File: config.mk
export PLATFORM = sky130hd
export DESIGN_NAME = dtc_timer
export DESIGN_NICKNAME = d
export VERILOG_FILES = /design/src/logic/dtc_pkg.sv /design/src/logic/dtc_timer.sv
export SDC_FILE = /design/constraint.sdc
export NUM_CORES = 1
export LEC_CHECK = 0
export ABC_AREA = 1
export BUFFER_PORTS_ARGS = -buffer_cell sky130_fd_sc_hd__clkbuf_2
export CAP_MARGIN = 20
export CORE_AREA = 4 4 85 167
export CTS_BUF_LIST = sky130_fd_sc_hd__clkbuf_16
export CTS_CLUSTER_SIZE = 40
export DETAILED_ROUTE_END_ITERATION = 12
export DIE_AREA = 0 0 89 171
export SLEW_MARGIN = 10
export SYNTH_ARGS = -nofsm -noshare
export SYNTH_HDL_FRONTEND = slang
export SYNTH_SLANG_ARGS = --single-unit
File: constraint.sdc
create_clock -name clk -period 1.9 [get_ports clk]
set_input_delay 0.095 -clock clk [delete_from_list [all_inputs] [get_ports clk]]
set_output_delay 0.095 -clock clk [all_outputs]
set_load 0.01 [all_outputs]
File: src/logic/dtc_pkg.sv
// constants, register map and types of the dual timer/counter block
package dtc_pkg;
   // ==========================================================
   // register byte addresses on the bus
   localparam logic [7:0] ADDR_CONTROL = 8'h88;
   localparam logic [7:0] ADDR_MODE    = 8'h89;
   localparam logic [7:0] ADDR_A_LOW   = 8'h8A;
   localparam logic [7:0] ADDR_B_LOW   = 8'h8B;
   localparam logic [7:0] ADDR_A_HIGH  = 8'h8C;
   localparam logic [7:0] ADDR_B_HIGH  = 8'h8D;
   localparam logic [7:0] ADDR_PINSEL  = 8'h93;
   // ==========================================================
   // control register bit positions
   localparam int CTL_TFB = 7;
   localparam int CTL_TRB = 6;
   localparam int CTL_TFA = 5;
   localparam int CTL_TRA = 4;
   localparam int CTL_IEB = 3;
   localparam int CTL_ITB = 2;
   localparam int CTL_IEA = 1;
   localparam int CTL_ITA = 0;
   // mode register bit positions
   localparam int MOD_GATEB = 7;
   localparam int MOD_SRCB  = 6;
   localparam int MOD_MB_HI = 5;
   localparam int MOD_MB_LO = 4;
   localparam int MOD_GATEA = 3;
   localparam int MOD_SRCA  = 2;
   localparam int MOD_MA_HI = 1;
   localparam int MOD_MA_LO = 0;
   // pin select bit positions
   localparam int PIN_OEB = 5;
   localparam int PIN_OEA = 4;
   // ==========================================================
   // reset values
   localparam logic [7:0] RST_CONTROL = 8'h00;
   localparam logic [7:0] RST_MODE    = 8'h00;
   localparam logic [7:0] RST_COUNT   = 8'h00;
   localparam logic [7:0] RST_PINSEL  = 8'h05;
   // ==========================================================
   // counts
   localparam logic [4:0] OVF_DIV_A  = 5'h1F;  // toggle after 32 overflows
   localparam logic [4:0] PRESC_MAX  = 5'h1F;
   typedef enum logic [1:0] {
      DTC_M13    = 2'h0,
      DTC_M16    = 2'h1,
      DTC_MRLD   = 2'h2,
      DTC_MSPLIT = 2'h3
   } dtc_mode_t;
endpackage : dtc_pkg

File: src/logic/dtc_timer.sv
// dual timer/counter with external interrupt pins, wishbone slave
//
// The Wishbone register port was decided locally.
`timescale 1ns/1ns
`default_nettype none
module dtc_timer (
   input  wire logic       clk,
   input  wire logic       sys_rst,
   // wishbone classic slave
   input  wire logic [7:0] wb_adr_i,
   input  wire logic [7:0] wb_dat_i,
   output logic      [7:0] wb_dat_o,
   input  wire logic       wb_we_i,
   input  wire logic       wb_sel_i,
   input  wire logic       wb_stb_i,
   input  wire logic       wb_cyc_i,
   output logic            wb_ack_o,
   output logic            wb_err_o,
   // pins
   input  wire logic       ext_irq_pin_a,
   input  wire logic       ext_irq_pin_b,
   input  wire logic       count_input_a,
   input  wire logic       count_input_b,
   // interrupt controller side
   input  wire logic       vector_ack_irq_a,
   input  wire logic       vector_ack_irq_b,
   input  wire logic       vector_ack_tmr_a,
   input  wire logic       vector_ack_tmr_b,
   output logic            irq_a_request,
   output logic            irq_b_request,
   output logic            timer_a_overflow_flag,
   output logic            timer_b_overflow_flag,
   // divided overflow outputs
   output logic            timer_a_divided_output,
   output logic            timer_a_divided_oe,
   output logic            timer_b_divided_output,
   output logic            timer_b_divided_oe
);
   // ==========================================================
   // pin synchronisers, three stages; change counts when 2 and 3 agree
   logic [2:0] syncIa_ff, syncIb_ff, syncCa_ff, syncCb_ff;
   logic       pinIa_ff, pinIb_ff, pinCa_ff, pinCb_ff;
   always_ff @(posedge clk) begin
      if (sys_rst) begin
         syncIa_ff <= 3'h7;
         syncIb_ff <= 3'h7;
         syncCa_ff <= 3'h7;
         syncCb_ff <= 3'h7;
      end else begin
         syncIa_ff <= {syncIa_ff[1:0], ext_irq_pin_a};
         syncIb_ff <= {syncIb_ff[1:0], ext_irq_pin_b};
         syncCa_ff <= {syncCa_ff[1:0], count_input_a};
         syncCb_ff <= {syncCb_ff[1:0], count_input_b};
      end
   end
   // filtered levels only move when stages two and three agree
   always_ff @(posedge clk) begin
      if (sys_rst) begin
         pinIa_ff <= 1'h1;
         pinIb_ff <= 1'h1;
         pinCa_ff <= 1'h1;
         pinCb_ff <= 1'h1;
      end else begin
         if (syncIa_ff[1] == syncIa_ff[2]) pinIa_ff <= syncIa_ff[2];
         if (syncIb_ff[1] == syncIb_ff[2]) pinIb_ff <= syncIb_ff[2];
         if (syncCa_ff[1] == syncCa_ff[2]) pinCa_ff <= syncCa_ff[2];
         if (syncCb_ff[1] == syncCb_ff[2]) pinCb_ff <= syncCb_ff[2];
      end
   end
   wire fallIa = pinIa_ff & (syncIa_ff[1] == syncIa_ff[2]) & ~syncIa_ff[2];
   wire fallIb = pinIb_ff & (syncIb_ff[1] == syncIb_ff[2]) & ~syncIb_ff[2];
   wire fallCa = pinCa_ff & (syncCa_ff[1] == syncCa_ff[2]) & ~syncCa_ff[2];
   wire fallCb = pinCb_ff & (syncCb_ff[1] == syncCb_ff[2]) & ~syncCb_ff[2];

   // ==========================================================
   // registers
   logic [7:0] ctl_ff, mode_ff, pinsel_ff;
   logic [7:0] aLow_ff, aHigh_ff, bLow_ff, bHigh_ff;
   logic [7:0] nxt_aLow, nxt_aHigh, nxt_bLow, nxt_bHigh;
   logic       half_ff;
   logic       ackDone_ff;

   // bus decode
   wire busReq  = wb_cyc_i & wb_stb_i & ~ackDone_ff;
   wire hitCtl  = wb_adr_i == dtc_pkg::ADDR_CONTROL;
   wire hitMode = wb_adr_i == dtc_pkg::ADDR_MODE;
   wire hitAL   = wb_adr_i == dtc_pkg::ADDR_A_LOW;
   wire hitBL   = wb_adr_i == dtc_pkg::ADDR_B_LOW;
   wire hitAH   = wb_adr_i == dtc_pkg::ADDR_A_HIGH;
   wire hitBH   = wb_adr_i == dtc_pkg::ADDR_B_HIGH;
   wire hitPin  = wb_adr_i == dtc_pkg::ADDR_PINSEL;
   wire mapped  = hitCtl | hitMode | hitAL | hitBL | hitAH | hitBH | hitPin;
   wire wrEn    = busReq & wb_we_i & wb_sel_i & mapped;

   // field decode
   wire runA  = ctl_ff[dtc_pkg::CTL_TRA];
   wire runB  = ctl_ff[dtc_pkg::CTL_TRB];
   dtc_pkg::dtc_mode_t modeA, modeB;
   assign modeA = dtc_pkg::dtc_mode_t'(mode_ff[dtc_pkg::MOD_MA_HI:dtc_pkg::MOD_MA_LO]);
   assign modeB = dtc_pkg::dtc_mode_t'(mode_ff[dtc_pkg::MOD_MB_HI:dtc_pkg::MOD_MB_LO]);

   // timer enables: run bit and optional gate on irq pin level
   wire enA = runA & (~mode_ff[dtc_pkg::MOD_GATEA] | pinIa_ff);
   wire enB = runB & (~mode_ff[dtc_pkg::MOD_GATEB] | pinIb_ff);
   // increment pulses: clock/2 tick or count pin falling edge
   wire tickA = mode_ff[dtc_pkg::MOD_SRCA] ? fallCa : half_ff;
   wire tickB = mode_ff[dtc_pkg::MOD_SRCB] ? fallCb : half_ff;
   wire incA  = enA & tickA;
   // split mode: high byte of A runs as a plain clock/2 timer on run B
   wire incAH = runB & half_ff;
   // timer B halts entirely in mode 11, split-mode A borrows its run bit
   wire incB  = enB & tickB & (modeB != dtc_pkg::DTC_MSPLIT);

   // ==========================================================
   // counting per unit
   logic ovfA, ovfB, ovfAH;
   always_comb begin
      nxt_aLow  = aLow_ff;
      nxt_aHigh = aHigh_ff;
      ovfA      = 1'b0;
      ovfAH     = 1'b0;
      case (modeA)
         dtc_pkg::DTC_M13: begin
            if (incA) begin
               // 5-bit prescaler in low byte, carry bumps high byte
               nxt_aLow = {3'h0, aLow_ff[4:0] + 5'h01};
               if (aLow_ff[4:0] == dtc_pkg::PRESC_MAX) begin
                  nxt_aHigh = aHigh_ff + 8'h01;
                  ovfA      = aHigh_ff == 8'hFF;
               end
            end
         end
         dtc_pkg::DTC_M16: begin
            if (incA) begin
               {nxt_aHigh, nxt_aLow} = {aHigh_ff, aLow_ff} + 16'h0001;
               ovfA = {aHigh_ff, aLow_ff} == 16'hFFFF;
            end
         end
         dtc_pkg::DTC_MRLD: begin
            if (incA) begin
               ovfA     = aLow_ff == 8'hFF;
               nxt_aLow = ovfA ? aHigh_ff : aLow_ff + 8'h01;
            end
         end
         dtc_pkg::DTC_MSPLIT: begin
            if (incA) begin
               nxt_aLow = aLow_ff + 8'h01;
               ovfA     = aLow_ff == 8'hFF;
            end
            if (incAH) begin
               nxt_aHigh = aHigh_ff + 8'h01;
               ovfAH     = aHigh_ff == 8'hFF;
            end
         end
         default: begin
            nxt_aLow  = aLow_ff;
            nxt_aHigh = aHigh_ff;
         end
      endcase
      // bus writes override counting in the same cycle
      if (wrEn && hitAL) nxt_aLow = wb_dat_i;
      if (wrEn && hitAH) nxt_aHigh = wb_dat_i;
   end

   always_comb begin
      nxt_bLow  = bLow_ff;
      nxt_bHigh = bHigh_ff;
      ovfB      = 1'b0;
      case (modeB)
         dtc_pkg::DTC_M13: begin
            if (incB) begin
               nxt_bLow = {3'h0, bLow_ff[4:0] + 5'h01};
               if (bLow_ff[4:0] == dtc_pkg::PRESC_MAX) begin
                  nxt_bHigh = bHigh_ff + 8'h01;
                  ovfB      = bHigh_ff == 8'hFF;
               end
            end
         end
         dtc_pkg::DTC_M16: begin
            if (incB) begin
               {nxt_bHigh, nxt_bLow} = {bHigh_ff, bLow_ff} + 16'h0001;
               ovfB = {bHigh_ff, bLow_ff} == 16'hFFFF;
            end
         end
         dtc_pkg::DTC_MRLD: begin
            if (incB) begin
               ovfB     = bLow_ff == 8'hFF;
               nxt_bLow = ovfB ? bHigh_ff : bLow_ff + 8'h01;
            end
         end
         default: begin
            nxt_bLow  = bLow_ff;   // mode 11: held
            nxt_bHigh = bHigh_ff;
         end
      endcase
      if (wrEn && hitBL) nxt_bLow = wb_dat_i;
      if (wrEn && hitBH) nxt_bHigh = wb_dat_i;
   end

   // overflow of B's flag comes from B or from split A high byte
   wire setTfA = ovfA;
   wire setTfB = ovfB | ovfAH;

   // ==========================================================
   // control register with hardware set/clear; hardware set wins
   logic [7:0] nxt_ctl;
   always_comb begin
      nxt_ctl = ctl_ff;
      if (wrEn && hitCtl) nxt_ctl = wb_dat_i;
      if (vector_ack_tmr_a) nxt_ctl[dtc_pkg::CTL_TFA] = 1'b0;
      if (vector_ack_tmr_b) nxt_ctl[dtc_pkg::CTL_TFB] = 1'b0;
      if (vector_ack_irq_a) nxt_ctl[dtc_pkg::CTL_IEA] = 1'b0;
      if (vector_ack_irq_b) nxt_ctl[dtc_pkg::CTL_IEB] = 1'b0;
      if (setTfA) nxt_ctl[dtc_pkg::CTL_TFA] = 1'b1;
      if (setTfB) nxt_ctl[dtc_pkg::CTL_TFB] = 1'b1;
      if (fallIa) nxt_ctl[dtc_pkg::CTL_IEA] = 1'b1;
      if (fallIb) nxt_ctl[dtc_pkg::CTL_IEB] = 1'b1;
   end

   // output A divider: toggle after 32 overflows gives rate/64
   logic [4:0] divA_ff;
   logic       outA_ff, outB_ff;

   // register file and counters
   always_ff @(posedge clk) begin
      if (sys_rst) begin
         ctl_ff    <= dtc_pkg::RST_CONTROL;
         mode_ff   <= dtc_pkg::RST_MODE;
         pinsel_ff <= dtc_pkg::RST_PINSEL;
         aLow_ff   <= dtc_pkg::RST_COUNT;
         aHigh_ff  <= dtc_pkg::RST_COUNT;
         bLow_ff   <= dtc_pkg::RST_COUNT;
         bHigh_ff  <= dtc_pkg::RST_COUNT;
      end else begin
         ctl_ff    <= nxt_ctl;
         aLow_ff   <= nxt_aLow;
         aHigh_ff  <= nxt_aHigh;
         bLow_ff   <= nxt_bLow;
         bHigh_ff  <= nxt_bHigh;
         if (wrEn && hitMode) mode_ff <= wb_dat_i;
         if (wrEn && hitPin) pinsel_ff <= wb_dat_i;
      end
   end

   // clock/2 tick and divided outputs
   always_ff @(posedge clk) begin
      if (sys_rst) begin
         half_ff <= 1'b0;
         divA_ff <= 5'h00;
         outA_ff <= 1'b0;
         outB_ff <= 1'b0;
      end else begin
         half_ff <= ~half_ff;
         if (setTfA) begin
            divA_ff <= divA_ff + 5'h01;
            if (divA_ff == dtc_pkg::OVF_DIV_A) outA_ff <= ~outA_ff;
         end
         if (setTfB) outB_ff <= ~outB_ff;
      end
   end

   // ==========================================================
   // wishbone answer: ack one cycle after request, dropped next cycle
   logic [7:0] rdMux;
   assign rdMux = hitCtl  ? ctl_ff   :
                  hitMode ? mode_ff  :
                  hitAL   ? aLow_ff  :
                  hitBL   ? bLow_ff  :
                  hitAH   ? aHigh_ff :
                  hitBH   ? bHigh_ff :
                  hitPin  ? pinsel_ff : 8'h00;
   always_ff @(posedge clk) begin
      if (sys_rst) begin
         wb_ack_o   <= 1'b0;
         wb_err_o   <= 1'b0;
         wb_dat_o   <= 8'h00;
         ackDone_ff <= 1'b0;
      end else begin
         wb_ack_o   <= busReq & mapped;
         wb_err_o   <= busReq & ~mapped;
         ackDone_ff <= busReq;
         wb_dat_o   <= busReq ? rdMux : 8'h00;
      end
   end

   // ==========================================================
   // outputs; request level mode uses low pin, edge mode the flag
   assign irq_a_request = ctl_ff[dtc_pkg::CTL_ITA] ? ctl_ff[dtc_pkg::CTL_IEA]
                                                   : ~pinIa_ff;
   assign irq_b_request = ctl_ff[dtc_pkg::CTL_ITB] ? ctl_ff[dtc_pkg::CTL_IEB]
                                                   : ~pinIb_ff;
   assign timer_a_overflow_flag  = ctl_ff[dtc_pkg::CTL_TFA];
   assign timer_b_overflow_flag  = ctl_ff[dtc_pkg::CTL_TFB];
   assign timer_a_divided_output = outA_ff;
   assign timer_a_divided_oe     = pinsel_ff[dtc_pkg::PIN_OEA];
   assign timer_b_divided_output = outB_ff;
   assign timer_b_divided_oe     = pinsel_ff[dtc_pkg::PIN_OEB];
endmodule : dtc_timer
`default_nettype wire

==> impl_metrics.csv <==
group,metric,value,unit
sta,hold_viol,0,
cts,root_buffer,"clkbuf_16",
finish,drive_gt1_share,19.9,%
sta,finClkSkew,0.00776,ns
yosys,yosys-top-cells-count,"nand2_1, inv_1, nand3_1",
run,cap_violations,0,
setup_path,setup.worst_path.class,"reg2reg",
placement,dpl.hpwl,15.1,mm
setup_path,worstPathArrival,2.05,ns
yosys,synth_ff_type,"dfxtp_1",
detailed_routing,vias,6108,
global_routing,grt_pass1_wl,30.4,mm
power,p_leak,3.33,nW
sta,max_freq,567,MHz
cts,clkLatencyLatePin,0.35,ns
power,vdd_drop_max,0.000457,V
power,fin_total_pwr,3.97,mW
finish,stdcell_area,0.00700,mm2
floorplan,start_util,44.4,%
detailed_routing,dr.pass1.iters,5,
yosys,avgSynthCellArea,6.38,um2
global_routing,grt_pass1_vias,5864,
global_routing,grt_use_met1,26.6,%
detailed_routing,wl,19.5,mm
setup_path,critical_path.slowest_cell,"dfxtp_2",
power,switching_share,26.6,%
yosys,muxShareOfSynthArea,0,%
setup_path,startpoint_type,"flop",
cts,cts.path.max_buffers,2,
finish,fin_cells,1164,
cts,cts_sinks,91,
yosys,synth.largest_area_cell,"dfxtp_1",
detailed_routing,final_antenna_net_count,0,
global_routing,track_usage,26.7,%
power,p_int,2.91,mW
yosys,synth_xor_area_share,1.83,%
finish,nets,1055,
power,seqPwrFrac,48.5,%
yosys,syn-cell-area,0.00573,mm2
yosys,ys_seq_area_share,31.8,%
sta,period_share,92.9,%
status,status,"completed",
sta,setup_viol,0,
finish,antenna_cells,0,
yosys,synth_fp_nets,946,
yosys,synth-seq-cells,91,
yosys,synth_edf_count,0,
setup_path,cp_cell_sequence,"ha_4 > nand3_2 > buf_4 > nor2_4 > nand2_2 > buf_4 > nor2_1 > nand2_1 > nand2_1 > nand3_1 > nand2_1 > inv_1 > a21oi_1",
global_routing,grt_max_degree,51,
yosys,synth_compound_area_share,12.2,%
global_routing,grt_use_met2,49.1,%
global_routing,grt_busiest_layer,"met2",
floorplan,pin_count,48,
detailed_routing,vias_per_cell,5.25,
global_routing,grt_antenna_before_repair,0,
floorplan,dieWidth,89,um
yosys,synth_top_area_share,31.8,%
cts,cts_max_level,3,
setup_path,cp_top_family,"simple AND/OR/NAND/NOR gates",
detailed_routing,wl_per_cell,16.7,um
setup_path,crit_path_end_kind,"flop",
cts,cts_tree,"done",
global_routing,gr-total-overflow,0,
floorplan,coreArea,0.0129,mm2
yosys,synth-adder-area-share,3.93,%
yosys,synthTopCellsByArea,"dfxtp_1, nand2_1, inv_1",
cts,numCtsBuffers,9,
setup_path,required,2.19,ns
sta,period_needed,1.76,ns
floorplan,rows,59,
yosys,synth_cell_type_count,39,
yosys,synth_top_family_by_area,"simple AND/OR/NAND/NOR gates",
finish,fill_cells,1353,
placement,port_buffers,47,
detailed_routing,drt_iter0_markers,322,
finish,areaGrowthSynthToFinish,22.0,%
floorplan,die-area,0.0152,mm2
setup_path,ff2ff_setup_slack,0.14,ns
floorplan,die_h,171,um
yosys,synth-simple-area-share,38.8,%
setup_path,cp_slowest_stage_delay,0.36,ns
power,power.switching,1.06,mW
setup_path,path_max_fanout,6,
power,pwr-share-clk,46.4,%
power,pwr-share-comb,5.1,%
yosys,syn_inst,898,
min_path,holdCritPathClass,"in2reg",
yosys,post-synth-top-count-cell,"nand2_1",
sta,maxSlewViolCount,0,
detailed_routing,drcViolationCount,0,
yosys,ys_warn_count,0,
placement,place_area,0.00653,mm2
yosys,async_flop_share,0,%
cts,clk_pin_slew,0.07,ns
placement,dp_cells,1139,
placement,gp_congestion,0.947,
global_routing,grt_util_met3,3.04,%
setup_path,cp_common_cell,"nand2_1",
setup_path,path_buf_inv,3,
sta,worst_pin_slew,0.496,ns
sta,maxSlewHeadroom,66.8,%
power,cellPowerDensity,567,mW/mm2
-- through the flow --
step           worst slack [ns]  utilization, %  hold slack (ns)  TNS, ns
2_1_floorplan            0.0196               -            0.199        0
3_3_place_gp            -0.0345            50.5            0.277  -0.0345
3_5_place_dp            -0.0446            50.5            0.279  -0.0711
4_1_cts                 0.00216            53.4           0.0295        0
5_1_grt                 -0.0356            54.2            0.105  -0.0755
6_report                  0.135            54.2           0.0565        0
-- cells in the final DEF (no fill, tap or decap), types with 3 or more instances in the layout --
cell type / count
o211ai_1: 7
nand3b_1: 6
xor2_1: 10
nand2_2: 9
clkbuf_2: 47
nor3_1: 14
nand3_2: 5
dfxtp_2: 7
inv_8: 3
nor2_1: 69
nand2_1: 233
nor2_2: 8
buf_4: 59
nand3_4: 6
dlygate4sd3_1: 8
a21oi_1: 55
inv_1: 129
o21ai_0: 44
o22ai_1: 7
nand4_1: 21
ha_1: 15
a21oi_2: 3
nor2_4: 6
or2_2: 12
inv_2: 12
o21ai_1: 9
dfxtp_1: 84
nand3_1: 89
clkbuf_16: 9
-- tightest hold or removal path, stage by stage --
cell and delay, ns:
clkbuf_2 0.08, nand3b_1 0.13, nor3_1 0.06
-- power groups by stage --
stage / Clock, mW / Combinational [mW] / Sequential [mW]
floorplan: 0 / 0.0858 / 1.97
global placement: 0 / 0.186 / 1.97
detailed placement: 0 / 0.188 / 1.97
CTS: 1.88 / 0.202 / 1.92
global route: 1.96 / 0.218 / 1.93
finish: 1.84 / 0.202 / 1.92
-- registers in the layout, indices dropped and copies added (netlist names), 3 cells and up --
register,count
syncCb_ff,3
divA_ff,5
syncIa_ff,3
bHigh_ff,8
aHigh_ff,8
syncIb_ff,3
pinsel_ff,8
aLow_ff,8
ctl_ff,8
syncCa_ff,3
wb_dat_o,8
bLow_ff,8
mode_ff,8
-- kinds of logic (layout without fill, tap and decap cells) --
group	count (synthesis)	after routing
simple gates	484	484
xor+xnor	12	12
compound gates	131	131
flops	91	91
fa+ha+maj	18	18
buf+inv	162	276
-- routing by layer --
metal	vias up	part of all wire, %
met5	-	0
met4	0	7.6
met3	78	2.9
met2	146	54
met1	2774	36
li1	3110	-
-- area by class of cell --
class	count	area, um2	area share [%]
clock buffers	9	225	3.22
clock inverters	7	66.3	0.948
inverters	143	538	7.69
multi-input cells	645	3340	47.7
flip-flops and latches	91	1830	26.2
well taps	152	190	2.72
repair buffers	117	810	11.6
-- what timing repair did --
item,in CTS,in global routing
endpoints found under the hold margin,8,0
setup endpoints to repair,6,39
hold buffers,8,0
setup buffers,0,1
resized for setup,3,38
pin swaps,1,4
cloned,0,0
-- final timing paths --
check	to	start	cells past startpoint
setup reg to reg	aLow_ff[2]$_SDFFE_PP0P_	aLow_ff[0]$_SDFFE_PP0P_	13
hold reg to reg	syncIb_ff[1]$_SDFF_PP1_	syncIb_ff[0]$_SDFF_PP1_	1
hold / removal	wb_err_o$_SDFF_PP0_	wb_cyc_i	3
setup / recovery	aLow_ff[2]$_SDFFE_PP0P_	aLow_ff[0]$_SDFFE_PP0P_	13
Power figures use the tool's default switching activity.
